$ cat config.mk
export PLATFORM = sky130hd
export DESIGN_NAME = match_capture_timer
export DESIGN_NICKNAME = d
export VERILOG_FILES = /design/src/pkg/tmr_pkg.sv /design/src/pkg/match_if.sv /design/src/rtl/match_unit.sv /design/src/rtl/edge_sync.sv /design/src/rtl/match_capture_timer.sv
export SDC_FILE = /design/constraint.sdc
export NUM_CORES = 1
export LEC_CHECK = 0
export ABC_AREA = 1
export BUFFER_PORTS_ARGS = -buffer_cell sky130_fd_sc_hd__buf_4
export CORE_ASPECT_RATIO = 1.4
export CORE_MARGIN = 2
export CORE_UTILIZATION = 50
export DETAILED_ROUTE_END_ITERATION = 10
export PLACE_DENSITY = 0.74
export SYNTH_ARGS = -nofsm -noshare
export SYNTH_HDL_FRONTEND = slang
export SYNTH_SLANG_ARGS = --single-unit
$ cat constraint.sdc
create_clock -name i_clk_sys -period 2.2 [get_ports i_clk_sys]
set_clock_uncertainty 0.2 [all_clocks]
set_input_delay 0.11 -clock i_clk_sys [delete_from_list [all_inputs] [get_ports i_clk_sys]]
set_output_delay 0.11 -clock i_clk_sys [all_outputs]
set_load 0.01 [all_outputs]
$ cat src/pkg/tmr_pkg.sv
// Purpose: Shared constants and types for the match/capture timer
// Assumes: APB with 32-bit data, one aligned word per register
// Notes: All reset values are zero
package tmr_pkg;
  localparam int ADDR_W = 8;
  localparam int NUM_MATCH = 4;
  localparam int NUM_CAP = 2;
  localparam int NUM_DMA = 2;
  localparam logic [ADDR_W-1:0] REG_STEP = 8'h04;
  localparam logic [ADDR_W-1:0] OFF_CTRL = 8'h00;
  localparam logic [ADDR_W-1:0] OFF_COUNT = 8'h04;
  localparam logic [ADDR_W-1:0] OFF_PSCALE = 8'h08;
  localparam logic [ADDR_W-1:0] OFF_PCOUNT = 8'h0C;
  localparam logic [ADDR_W-1:0] OFF_MCTRL = 8'h10;
  localparam logic [ADDR_W-1:0] OFF_MATCH0 = 8'h14;
  localparam logic [ADDR_W-1:0] OFF_CCTRL = 8'h24;
  localparam logic [ADDR_W-1:0] OFF_CAP0 = 8'h28;
  localparam logic [ADDR_W-1:0] OFF_EXT = 8'h30;
  localparam logic [ADDR_W-1:0] OFF_STATUS = 8'h34;
  localparam logic [ADDR_W-1:0] OFF_MASK = 8'h38;
  localparam logic [ADDR_W-1:0] OFF_DMA = 8'h3C;
  // Control register fields
  localparam int CTRL_EN = 0;
  localparam int CTRL_HOLD = 1;
  localparam int CTRL_MODE = 2;
  // Per-match control: three bits per match
  localparam int MCR_INT = 0;
  localparam int MCR_RST = 1;
  localparam int MCR_STOP = 2;
  localparam int MCR_W = 3;
  // Per-capture control: three bits per channel
  localparam int CCR_RISE = 0;
  localparam int CCR_FALL = 1;
  localparam int CCR_INT = 2;
  localparam int CCR_W = 3;
  // External output register: levels low, actions above
  localparam int EXT_ACT = 4;
  localparam int ACT_W = 2;
  // Status and mask: matches low, captures above
  localparam int ST_CAP = 4;
  localparam int ST_W = 6;
  typedef enum logic [1:0] {
    MODE_TIMER = 2'h0, MODE_RISE = 2'h1, MODE_FALL = 2'h2, MODE_BOTH = 2'h3
  } count_mode_t;
  typedef enum logic [1:0] {
    ACT_NONE = 2'h0, ACT_LOW = 2'h1, ACT_HIGH = 2'h2, ACT_TOGGLE = 2'h3
  } ext_action_t;
endpackage

$ cat src/pkg/match_if.sv
// Purpose: Carries one match channel between controller and comparator
// Assumes: Combinational comparator
// Notes: One instance per match channel
`timescale 1ns/100ps
interface match_if #(parameter int W = 32);
  logic [W-1:0] count;
  logic [W-1:0] value;
  logic tick;
  logic [1:0] action;
  logic level;
  logic hit;
  logic next_level;
  modport ctrl(output count, value, tick, action, level, input hit, next_level);
  modport unit(input count, value, tick, action, level, output hit, next_level);
endinterface

$ cat src/rtl/match_unit.sv
// Purpose: Compares the count with one match value, forms output level
// Assumes: Tick marks the cycle in which the count would advance
// Notes: Purely combinational
`timescale 1ns/100ps
module match_unit (
  // Match channel
  match_if.unit m
);
  always_comb begin
    m.hit = m.tick && (m.count == m.value);
    m.next_level = m.level;
    if (m.hit) begin
      case (m.action)
        tmr_pkg::ACT_LOW: m.next_level = 1'b0;
        tmr_pkg::ACT_HIGH: m.next_level = 1'b1;
        tmr_pkg::ACT_TOGGLE: m.next_level = ~m.level;
        default: m.next_level = m.level;
      endcase
    end
  end
endmodule

$ cat src/rtl/edge_sync.sv
// Purpose: Two-flop synchroniser with edge pulses
// Assumes: Pin is asynchronous to i_clk_sys
// Notes: Edges show two cycles after the pin changes
`timescale 1ns/100ps
module edge_sync (
  // Clock and reset
  input wire logic i_clk_sys,
  input wire logic i_reset,
  // Pin and edges
  input wire logic i_pin,
  output logic o_rise,
  output logic o_fall
);
  typedef struct packed {
    logic meta;
    logic stable;
    logic last;
  } sync_state_t;
  sync_state_t state;
  sync_state_t next_state;

  always_comb begin
    next_state.meta = i_pin;
    next_state.stable = state.meta;
    next_state.last = state.stable;
  end

  always_ff @(posedge i_clk_sys) begin
    if (i_reset) begin
      // Chain keeps sampling, so a pin idling high gives no edge after reset
      state <= '{meta: next_state.meta, stable: next_state.stable, last: next_state.stable};
    end else begin
      state <= next_state;
    end
  end

  // Meta flop is read only by the stable flop, and by the last flop in reset
  assign o_rise = state.stable & ~state.last;
  assign o_fall = ~state.stable & state.last;
endmodule

$ cat src/rtl/match_capture_timer.sv
// Purpose: 32-bit timer/counter with prescaler, matches and captures
// Assumes: APB slave, zero wait states, single clock
// Notes: Pins pass two flops before use
//
// Operation
// - Count advances once per prescale period; rate is clock, or count-input edge rate, over prescale plus one.
// - Counts system clocks, or edges of an external count input.
// - Two capture channels copy the count on a selected input edge.
// - A capture with its interrupt enabled sets its interrupt flag.
// - Four match values compared with count; optional interrupt on match.
// - A match set to stop clears the run enable.
// - A match set to reset clears the count to zero.
// - Each match drives an output: low, high, toggle or unchanged.
// - Matches zero and one may raise DMA requests.
//
// Decided for this implementation: the APB slave port and the address map.
`timescale 1ns/100ps
module match_capture_timer #(
  parameter int W = 32
) (
  // Clock and reset
  input wire logic i_clk_sys,
  input wire logic i_reset,
  // APB slave
  input wire logic i_psel,
  input wire logic i_penable,
  input wire logic i_pwrite,
  input wire logic [tmr_pkg::ADDR_W-1:0] i_paddr,
  input wire logic [31:0] i_pwdata,
  output logic [31:0] o_prdata,
  output logic o_pready,
  output logic o_pslverr,
  // Pins
  input wire logic i_count_pin,
  input wire logic [tmr_pkg::NUM_CAP-1:0] i_capture,
  output logic [tmr_pkg::NUM_MATCH-1:0] o_match_out,
  // DMA and interrupt
  output logic [tmr_pkg::NUM_DMA-1:0] o_dma_req,
  input wire logic [tmr_pkg::NUM_DMA-1:0] i_dma_ack,
  output logic o_irq
);
  localparam int NM = tmr_pkg::NUM_MATCH;
  localparam int NC = tmr_pkg::NUM_CAP;
  localparam int ND = tmr_pkg::NUM_DMA;

  typedef struct packed {
    logic enable;
    logic hold;
    logic [1:0] mode;
    logic [W-1:0] count;
    logic [W-1:0] pscale;
    logic [W-1:0] pcount;
    logic [NM*tmr_pkg::MCR_W-1:0] mcr;
    logic [NM-1:0][W-1:0] mval;
    logic [NC*tmr_pkg::CCR_W-1:0] ccr;
    logic [NC-1:0][W-1:0] cap;
    logic [NM-1:0] ext;
    logic [NM*tmr_pkg::ACT_W-1:0] act;
    logic [tmr_pkg::ST_W-1:0] status;
    logic [tmr_pkg::ST_W-1:0] mask;
    logic [ND-1:0] dma_en;
    logic [ND-1:0] dma_req;
    logic irq;
    logic [31:0] rdata;
  } tmr_state_t;

  tmr_state_t state;
  tmr_state_t next_state;

  ////////////////////////////////////////////////////////////////////////////
  // Pin synchronisers

  logic [NC:0] pins;
  logic [NC:0] pin_rise;
  logic [NC:0] pin_fall;

  assign pins = {i_capture, i_count_pin};

  for (genvar s = 0; s <= NC; s++) begin : g_sync
    edge_sync u_sync (
      .i_clk_sys(i_clk_sys),
      .i_reset(i_reset),
      .i_pin(pins[s]),
      .o_rise(pin_rise[s]),
      .o_fall(pin_fall[s])
    );
  end

  ////////////////////////////////////////////////////////////////////////////
  // Count pulse and prescale tick

  logic running;
  logic ext_pulse;
  logic tick;

  assign running = state.enable & ~state.hold;
  // Mode bit 0 selects rising edges, bit 1 falling edges
  assign ext_pulse = (state.mode == tmr_pkg::MODE_TIMER) |
                     (state.mode[0] & pin_rise[0]) | (state.mode[1] & pin_fall[0]);
  // At or above, so lowering the prescale mid-count cannot strand the divider
  assign tick = running & ext_pulse & (state.pcount >= state.pscale);

  ////////////////////////////////////////////////////////////////////////////
  // Match comparators

  logic [NM-1:0] hit;
  logic [NM-1:0] hit_rst;
  logic [NM-1:0] hit_stop;
  logic [NM-1:0] next_ext;

  match_if #(.W(W)) mif [NM] ();

  for (genvar g = 0; g < NM; g++) begin : g_match
    assign mif[g].count = state.count;
    assign mif[g].value = state.mval[g];
    assign mif[g].tick = tick;
    assign mif[g].action = state.act[g*tmr_pkg::ACT_W +: tmr_pkg::ACT_W];
    assign mif[g].level = state.ext[g];
    assign hit[g] = mif[g].hit;
    assign next_ext[g] = mif[g].next_level;
    assign hit_rst[g] = hit[g] & state.mcr[g*tmr_pkg::MCR_W + tmr_pkg::MCR_RST];
    assign hit_stop[g] = hit[g] & state.mcr[g*tmr_pkg::MCR_W + tmr_pkg::MCR_STOP];
    match_unit u_match (
      .m(mif[g])
    );
  end

  ////////////////////////////////////////////////////////////////////////////
  // Capture events

  logic [NC-1:0] cap_evt;

  for (genvar c = 0; c < NC; c++) begin : g_cap
    assign cap_evt[c] = (state.ccr[c*tmr_pkg::CCR_W + tmr_pkg::CCR_RISE] & pin_rise[c+1]) |
                        (state.ccr[c*tmr_pkg::CCR_W + tmr_pkg::CCR_FALL] & pin_fall[c+1]);
  end

  ////////////////////////////////////////////////////////////////////////////
  // APB decode

  logic mapped;
  logic bus_wr;
  logic bus_rd;
  logic count_wr;
  logic ctrl_wr;
  logic ext_wr;
  logic status_wr;

  assign mapped = (i_paddr[1:0] == 2'h0) && (i_paddr <= tmr_pkg::OFF_DMA);
  assign bus_wr = i_psel & i_penable & i_pwrite & mapped;
  // Read data is latched in the setup cycle so it comes from a flop
  assign bus_rd = i_psel & ~i_penable & ~i_pwrite;
  assign count_wr = bus_wr && (i_paddr == tmr_pkg::OFF_COUNT);
  assign ctrl_wr = bus_wr && (i_paddr == tmr_pkg::OFF_CTRL);
  assign ext_wr = bus_wr && (i_paddr == tmr_pkg::OFF_EXT);
  assign status_wr = bus_wr && (i_paddr == tmr_pkg::OFF_STATUS);

  ////////////////////////////////////////////////////////////////////////////
  // Next state

  always_comb begin
    next_state = state;
    // Counting and match effects
    if (tick) begin
      next_state.pcount = '0;
      next_state.count = state.count + 1'b1;
    end else if (running & ext_pulse) begin
      next_state.pcount = state.pcount + 1'b1;
    end
    if (|hit_rst) begin
      next_state.count = '0;
    end
    if (|hit_stop) begin
      next_state.enable = 1'b0;
    end
    next_state.ext = next_ext;
    if (state.hold) begin
      next_state.count = '0;
      next_state.pcount = '0;
    end
    for (int c = 0; c < NC; c++) begin
      if (cap_evt[c]) begin
        next_state.cap[c] = state.count;
      end
    end
    // Software writes override same-cycle hardware updates other than flag and DMA request sets
    if (bus_wr) begin
      case (i_paddr)
        tmr_pkg::OFF_CTRL: begin
          next_state.enable = i_pwdata[tmr_pkg::CTRL_EN];
          next_state.hold = i_pwdata[tmr_pkg::CTRL_HOLD];
          next_state.mode = i_pwdata[tmr_pkg::CTRL_MODE +: 2];
        end
        tmr_pkg::OFF_COUNT: next_state.count = W'(i_pwdata);
        tmr_pkg::OFF_PSCALE: next_state.pscale = W'(i_pwdata);
        tmr_pkg::OFF_MCTRL: next_state.mcr = i_pwdata[NM*tmr_pkg::MCR_W-1:0];
        tmr_pkg::OFF_CCTRL: next_state.ccr = i_pwdata[NC*tmr_pkg::CCR_W-1:0];
        tmr_pkg::OFF_EXT: begin
          next_state.ext = i_pwdata[NM-1:0];
          next_state.act = i_pwdata[tmr_pkg::EXT_ACT +: NM*tmr_pkg::ACT_W];
        end
        tmr_pkg::OFF_STATUS: next_state.status = state.status & ~i_pwdata[tmr_pkg::ST_W-1:0];
        tmr_pkg::OFF_MASK: next_state.mask = i_pwdata[tmr_pkg::ST_W-1:0];
        tmr_pkg::OFF_DMA: next_state.dma_en = i_pwdata[ND-1:0];
        default: begin
          for (int i = 0; i < NM; i++) begin
            if (i_paddr == tmr_pkg::OFF_MATCH0 + 8'(i) * tmr_pkg::REG_STEP) begin
              next_state.mval[i] = W'(i_pwdata);
            end
          end
        end
      endcase
    end
    // Sticky sets come last so an event beats a same-cycle clear
    for (int i = 0; i < NM; i++) begin
      if (hit[i] && state.mcr[i*tmr_pkg::MCR_W + tmr_pkg::MCR_INT]) begin
        next_state.status[i] = 1'b1;
      end
    end
    for (int c = 0; c < NC; c++) begin
      if (cap_evt[c] && state.ccr[c*tmr_pkg::CCR_W + tmr_pkg::CCR_INT]) begin
        next_state.status[tmr_pkg::ST_CAP + c] = 1'b1;
      end
    end
    for (int d = 0; d < ND; d++) begin
      if (i_dma_ack[d]) begin
        next_state.dma_req[d] = 1'b0;
      end
      if (hit[d] && state.dma_en[d]) begin
        next_state.dma_req[d] = 1'b1;
      end
    end
    next_state.irq = |(next_state.status & next_state.mask);
    // Read data, unmapped addresses read as zero
    next_state.rdata = '0;
    if (bus_rd) begin
      case (i_paddr)
        tmr_pkg::OFF_CTRL: next_state.rdata = 32'({state.mode, state.hold, state.enable});
        tmr_pkg::OFF_COUNT: next_state.rdata = 32'(state.count);
        tmr_pkg::OFF_PSCALE: next_state.rdata = 32'(state.pscale);
        tmr_pkg::OFF_PCOUNT: next_state.rdata = 32'(state.pcount);
        tmr_pkg::OFF_MCTRL: next_state.rdata = 32'(state.mcr);
        tmr_pkg::OFF_CCTRL: next_state.rdata = 32'(state.ccr);
        tmr_pkg::OFF_EXT: next_state.rdata = 32'({state.act, state.ext});
        tmr_pkg::OFF_STATUS: next_state.rdata = 32'(state.status);
        tmr_pkg::OFF_MASK: next_state.rdata = 32'(state.mask);
        tmr_pkg::OFF_DMA: next_state.rdata = 32'(state.dma_en);
        default: begin
          for (int i = 0; i < NM; i++) begin
            if (i_paddr == tmr_pkg::OFF_MATCH0 + 8'(i) * tmr_pkg::REG_STEP) begin
              next_state.rdata = 32'(state.mval[i]);
            end
          end
          for (int c = 0; c < NC; c++) begin
            if (i_paddr == tmr_pkg::OFF_CAP0 + 8'(c) * tmr_pkg::REG_STEP) begin
              next_state.rdata = 32'(state.cap[c]);
            end
          end
        end
      endcase
    end
  end

  always_ff @(posedge i_clk_sys) begin
    if (i_reset) begin
      state <= '0;
    end else begin
      state <= next_state;
    end
  end

  ////////////////////////////////////////////////////////////////////////////
  // Outputs

  assign o_prdata = state.rdata;
  assign o_pready = 1'b1;
  assign o_pslverr = i_psel & i_penable & ~mapped;
  assign o_match_out = state.ext;
  assign o_dma_req = state.dma_req;
  assign o_irq = state.irq;
endmodule

### Word-level counts from Yosys, hierarchy flattened

Index checks and enable logic that the tools add are counted.

| cells by class | value |
|---|---|
| bitwise operators | 52 |
| muxes and demuxes | 41 |
| eq/ne operators | 31 |
| magnitude comparators | 2 |
| reduce and logical (&&, ||, !) cells | 34 |
| add/sub/neg operators | 2 |

Operators with widths:

| cell | number |
|---|---|
| two-way mux 32 bit | 11 |
| case mux 32 bit (10 select lines) | 1 |
| == test 32 bit | 4 |
| two-way mux 68 bit | 1 |
| adder 32 x 1 -> 32 bit (second input constant) | 2 |
| == test 8 x 6 -> 1 bit (second input constant) | 8 |
| == test 8 x 5 -> 1 bit (second input constant) | 4 |
| >= comparator 32 bit | 1 |
| bitwise AND 1 bit | 29 |
| two-way mux 26 bit | 1 |
| two-way mux 1 bit | 18 |
| == test 2 bit (second input constant) | 8 |
| == test 8 x 4 -> 1 bit (second input constant) | 2 |
| inverter 1 bit | 16 |
| logical AND 1 bit | 13 |
| bitwise AND 6 bit | 2 |
| two-way mux 12 bit | 1 |
| two-way mux 6 bit | 2 |
| case mux 1 bit (3 select lines) | 4 |
| AND reduction 2 bit | 6 |
| AND reduction 3 bit | 4 |
| OR reduction 9 bit | 1 |
| == test 2 x 1 -> 1 bit (second input constant) | 4 |
| == test 8 x 3 -> 1 bit (second input constant) | 1 |
| other kinds (12) | 18 |

| word-level totals | value |
|---|---|
| output and inout port bits | 41 |
| word-level logic and storage cells | 194 |
| register bits | 380 |

### Logic depth before layout (Yosys ltp)

| depth | value |
|---|---|
| word-level depth | 14 |
| gate-level depth with buffers | 20 |
| mapped depth without buffers | 19 |

### Modules after synthesis

A second synthesis with hierarchy kept.

| unflattened totals | value |
|---|---|
| cell total of the unflattened synthesis | 3459 |
| area, all modules | 21856.0 sq um |

Modules (own cells, without submodules):

| module | area an instance (sq um) | seq. area each (sq um) | cells an instance | times used |
|---|---|---|---|---|
| match_capture_timer | 17599.4 | 7427.1 | 2446 | 1 |
| match_unit | 994.7 | 0.0 | 245 | 4 |
| edge_sync | 92.6 | 60.1 | 11 | 3 |

### Least setup slack after synthesis

No wires, ideal clock.

| timing | value |
|---|---|
| path type | register to register |
| start point | register state[282] in the netlist's numbering |
| end point | register state, in the netlist mif[0].count[14] |
| period minus slack after synthesis | 2.313 ns |
| path buffers | 1 |
| stages on the path, launching flop included | 18 |
| data required time | 1.930 ns |
| arrival | 2.042 ns |
| slack | -0.113 ns |
| cells stage by stage | dfxtp_1 ha_1 nand2_1 inv_1 nand2_1 nand2_1 nand2_1 nand2_1 nor2_1 nand2_1 nand2_1 nand2_2 nand2_1 clkbuf_1 nand2_1 o21ai_0 nand3_1 a21oi_1 |

| between the ends | value |
|---|---|
| cells in the longest elaborated chain, start to end | 9 |
| elaborated cells on any way between the ends | 16 |

Ends and longest elaborated chain:

| element | RTL line | RTL |
|---|---|---|
| from (decl) | match_capture_timer.sv:67 | `tmr_state_t state;` |
| from (signal assigned) | match_capture_timer.sv:268 | `state <= next_state;` |
| >= comparator 32 bit (*) | match_capture_timer.sv:101 | `assign tick = running & ext_pulse & (state.pcount >= state.pscale);` |
| bitwise AND 1 bit (*) | match_capture_timer.sv:101 |  |
| logical AND 1 bit | match_unit.sv:10 | `m.hit = m.tick && (m.count == m.value);` |
| bitwise AND 1 bit | match_capture_timer.sv:121 | `assign hit_rst[g] = hit[g] & state.mcr[g*tmr_pkg::MCR_W + tmr_pkg::MCR_RST];` |
| OR reduction 4 bit | match_capture_timer.sv:170 | `if (\|hit_rst) begin` |
| two-way mux 32 bit (*) | match_capture_timer.sv:170 |  |
| two-way mux 32 bit (*) | match_capture_timer.sv:177 | `if (state.hold) begin` |
| two-way mux 32 bit | match_capture_timer.sv:188 | `case (i_paddr)` |
| two-way mux 68 bit (*) | match_capture_timer.sv:187 | `if (bus_wr) begin` |

Mark *: on every way between the ends. The rest lies on a longest branch, timed or not.
A chain may end at the register's enable or synchronous reset.

### Worst setup path after layout

| timing | value |
|---|---|
| start point | register state[334] in the netlist's numbering |
| end point | register state, in the netlist mif[0].count[12] |

Same word-level chain as after synthesis.

==> impl_metrics.tcl <==
set metrics [dict create \
    synth_ff_type "dfxtp_1" \
    worstPathCellList "inv_2, ha_4, nand2_4, buf_6, nor2_2, nor2_2, nand3_2, nor2_4, nand2_8, nand4_1, nand2_1, nor2_4, buf_12, buf_12, nand3_2, a21oi_1" \
    criticalPathCategory "reg2reg" \
    clock_latency_ps 550 \
    cp-start-kind "flip-flop" \
    fin_nets 3150 \
    overflow 0 \
    clockBufferDepth 3 \
    whs_path_depth 2 \
    layout_min_cycle_time_ps 2580 \
    synth.avg_cell_area_sq_um 7.51 \
    yosys.area.top_type_share 0.374 \
    mostFrequentLayoutCell "nand2_1" \
    yosys.area_share.adder 0.0209 \
    cp_num_cells 16 \
    synth_edf_count 0 \
    synth-compound-area-share 0.220 \
    r2r-end "mif[0].count[12]" \
    reg2reg_depth 16 \
    fin_util 0.668 \
    synthMuxAreaShare 0 \
    ant_nets 0 \
    cp-end-kind "flip-flop" \
    ys_types 47 \
    final_cells 3627 \
    vias 21000 \
    finalPower_mw 14.6 \
    cp.arrival_ps 2850 \
    fmax_mhz 387 \
    placement.io_buffers 89 \
    path_clk_slew_ps 70 \
    root_buffer "clkbuf_16" \
    core_region_area_sq_um 40200 \
    h-tree-depth 2 \
    final_cell_mix "nand2_1, buf_4, dfxtp_1" \
    wl_per_cell_um 20.4 \
    clock-sinks 380 \
    min_from "i_count_pin" \
    r2r-start "state[334]" \
    rsz0062_at_grt "true" \
    drc 0 \
    hold_class "in2reg" \
    initial_core_util 0.506 \
    die_area_sq_um 42300 \
    yosys.area_share.simple 0.214 \
    final-setup-viol-count 76 \
    p_leak_nw 11.2 \
    worst_pin_slew_ps 737 \
    finalWeightedCongestion 1.00 \
    drv_slew 0 \
    slowest_delay_ps 350 \
    seqCellArea_sq_um 7640 \
    hold_viol_final 0 \
    grt_start_max_net_pins 97 \
    status "finished, violations left" \
    cp_max_fo 8 \
    layout-drive-gt1-share 0.286 \
    fp-row-count 87 \
    syn_to_final_growth_pct 31.9 \
    grt_pass1_vias 20400 \
    timing.final.ws_setup_ps -383 \
    worstPathRequired_ps 2470 \
    yosys_warnings 0 \
    setup_tns_ps -19530 \
    dp_hpwl_um 53200 \
    async_reset_ff_frac 0 \
    multi_input_area_sq_um 11600 \
    synthesis.area_sq_um 20300 \
    synth_nets 2793 \
    synth_xor_area_frac 0.0693 \
    ys_seq_elements 380 \
    dpl_cell_area_sq_um 23800 \
    cap_violations 0 \
    whs_ps 17.0 \
    path_buf_inv 4 \
    place_inst 3500 \
    finalInstanceArea_sq_um 26800 \
    violations "negative setup slack" \
    yosysTopAreaCell "dfxtp_1" \
    slowest_stage "dfxtp_2" \
    die-width_um 174 \
    fillCellCount 3180 \
    first_pass_iters 6 \
    power_density_nw_per_um2 546 \
    holdPathEnd "g_sync[0].u_sync.next_state[1]" \
    io_pins 91 \
    ir_drop_uv 438 \
    path_delay_family "simple AND/OR/NAND/NOR gates" \
    vias_per_cell 5.80 \
    ys_seq_area_frac 0.374 \
    pre_cts_ws_ps -468 \
    maxSlewHeadroom 0.508 \
    antenna_found_initial 2 \
    global_route.usage.total 0.336 \
    period_share 1.17 \
    initialDrtViolationCount 2258 \
    yosys-top-cells-area "dfxtp_1, nand2_1, nor2_1, a211oi_2, xor2_1" \
    grt_pass1_wl_um 112000 \
    cts_made_buffers 38 \
    drt-total-wl_um 74000 \
    rrSetupSlack_ps -380 \
    die-height_um 243 \
    syn_inst 2709 \
    synth_top_family_by_area "compound AO/OA/AOI/OAI gates" \
    tritoncts "built" \
]
## cell usage after synthesis, types with 7 or more instances
cell type,n
nor2_1,382
inv_2,8
a221oi_1,26
nand2_1,454
nand3_1,84
inv_1,243
dfxtp_1,380
xor2_1,138
nor3_1,42
ha_1,34
nor2_2,8
o21ai_0,164
clkbuf_1,92
a211oi_2,112
nand4_1,31
o211ai_1,8
a31oi_1,10
clkinv_1,7
a21oi_1,194
o22ai_1,29
xnor2_1,23
buf_2,42
buf_4,52
a211oi_1,71
buf_6,13
## area by class of cell
type / instances / share of cell area
antenna: 1 / 0.0000933
clock buffer: 49 / 0.0400
clock inverter: 17 / 0.00765
inverter: 258 / 0.0363
multi-input combinational: 1869 / 0.434
sequential: 380 / 0.285
tap: 534 / 0.0249
timing repair buffer: 519 / 0.172
## state kept, by name, indices dropped and copies added, names as in the netlist, 3 cells and up
name and count:
state 164, mif.value 128, mif.count 32, o_prdata 32, mif.action 8, g_sync.u_sync.next_state 6
o_match_out 4, g_sync.u_sync.state 3
## worst max-delay path by stage
stage / startpoint / to
final: state[334] / mif[0].count[12]
after global routing: state[329] / mif[0].count[23]
after CTS: state[332] / mif[0].count[19]
after detailed placement: state[334] / mif[0].count[9]
after global placement: state[334] / mif[0].count[9]
after floorplan: state[286] / o_match_out[0]
## where the power goes
group          switching (mW)  total, mW  internal [mW]  leakage [nW]
registers              0.0475       7.02           6.98          3.09
logic                   0.525      0.790          0.265          7.51
clock network            2.90       6.83           3.93         0.624
## metal layers
layer | vias up | GRT usage | share of wire
met5 | - | 0 | 0.00014
met4 | 2 | 0.174 | 0.058
met3 | 298 | 0.0547 | 0.082
met2 | 1055 | 0.564 | 0.47
met1 | 9996 | 0.414 | 0.39
li1 | 9689 | - | -
## worst register-to-register path: cells and delay by family, from the launching register on
kind / cells / cell delay (ps)
compound gates: 1 / 150
fa+ha+maj: 1 / 250
buf+inv: 4 / 430
flops: 1 / 350
simple gates: 10 / 1120
## what timing repair did
action	4_1_cts	5_1_grt
resized for setup	115	140
hold endpoints to repair	256	0
pin swaps	27	48
buffers inserted	10	9
hold buffers	42	0
endpoints found under the setup margin	76	78
gates cloned	7	1
## logic make-up after synthesis
group	Yosys count
compound gates	640
flops	380
xor+xnor	161
fa+ha+maj	34
buf+inv	460
other cells	1
simple gates	1033
(Power assumes the default switching activity.)
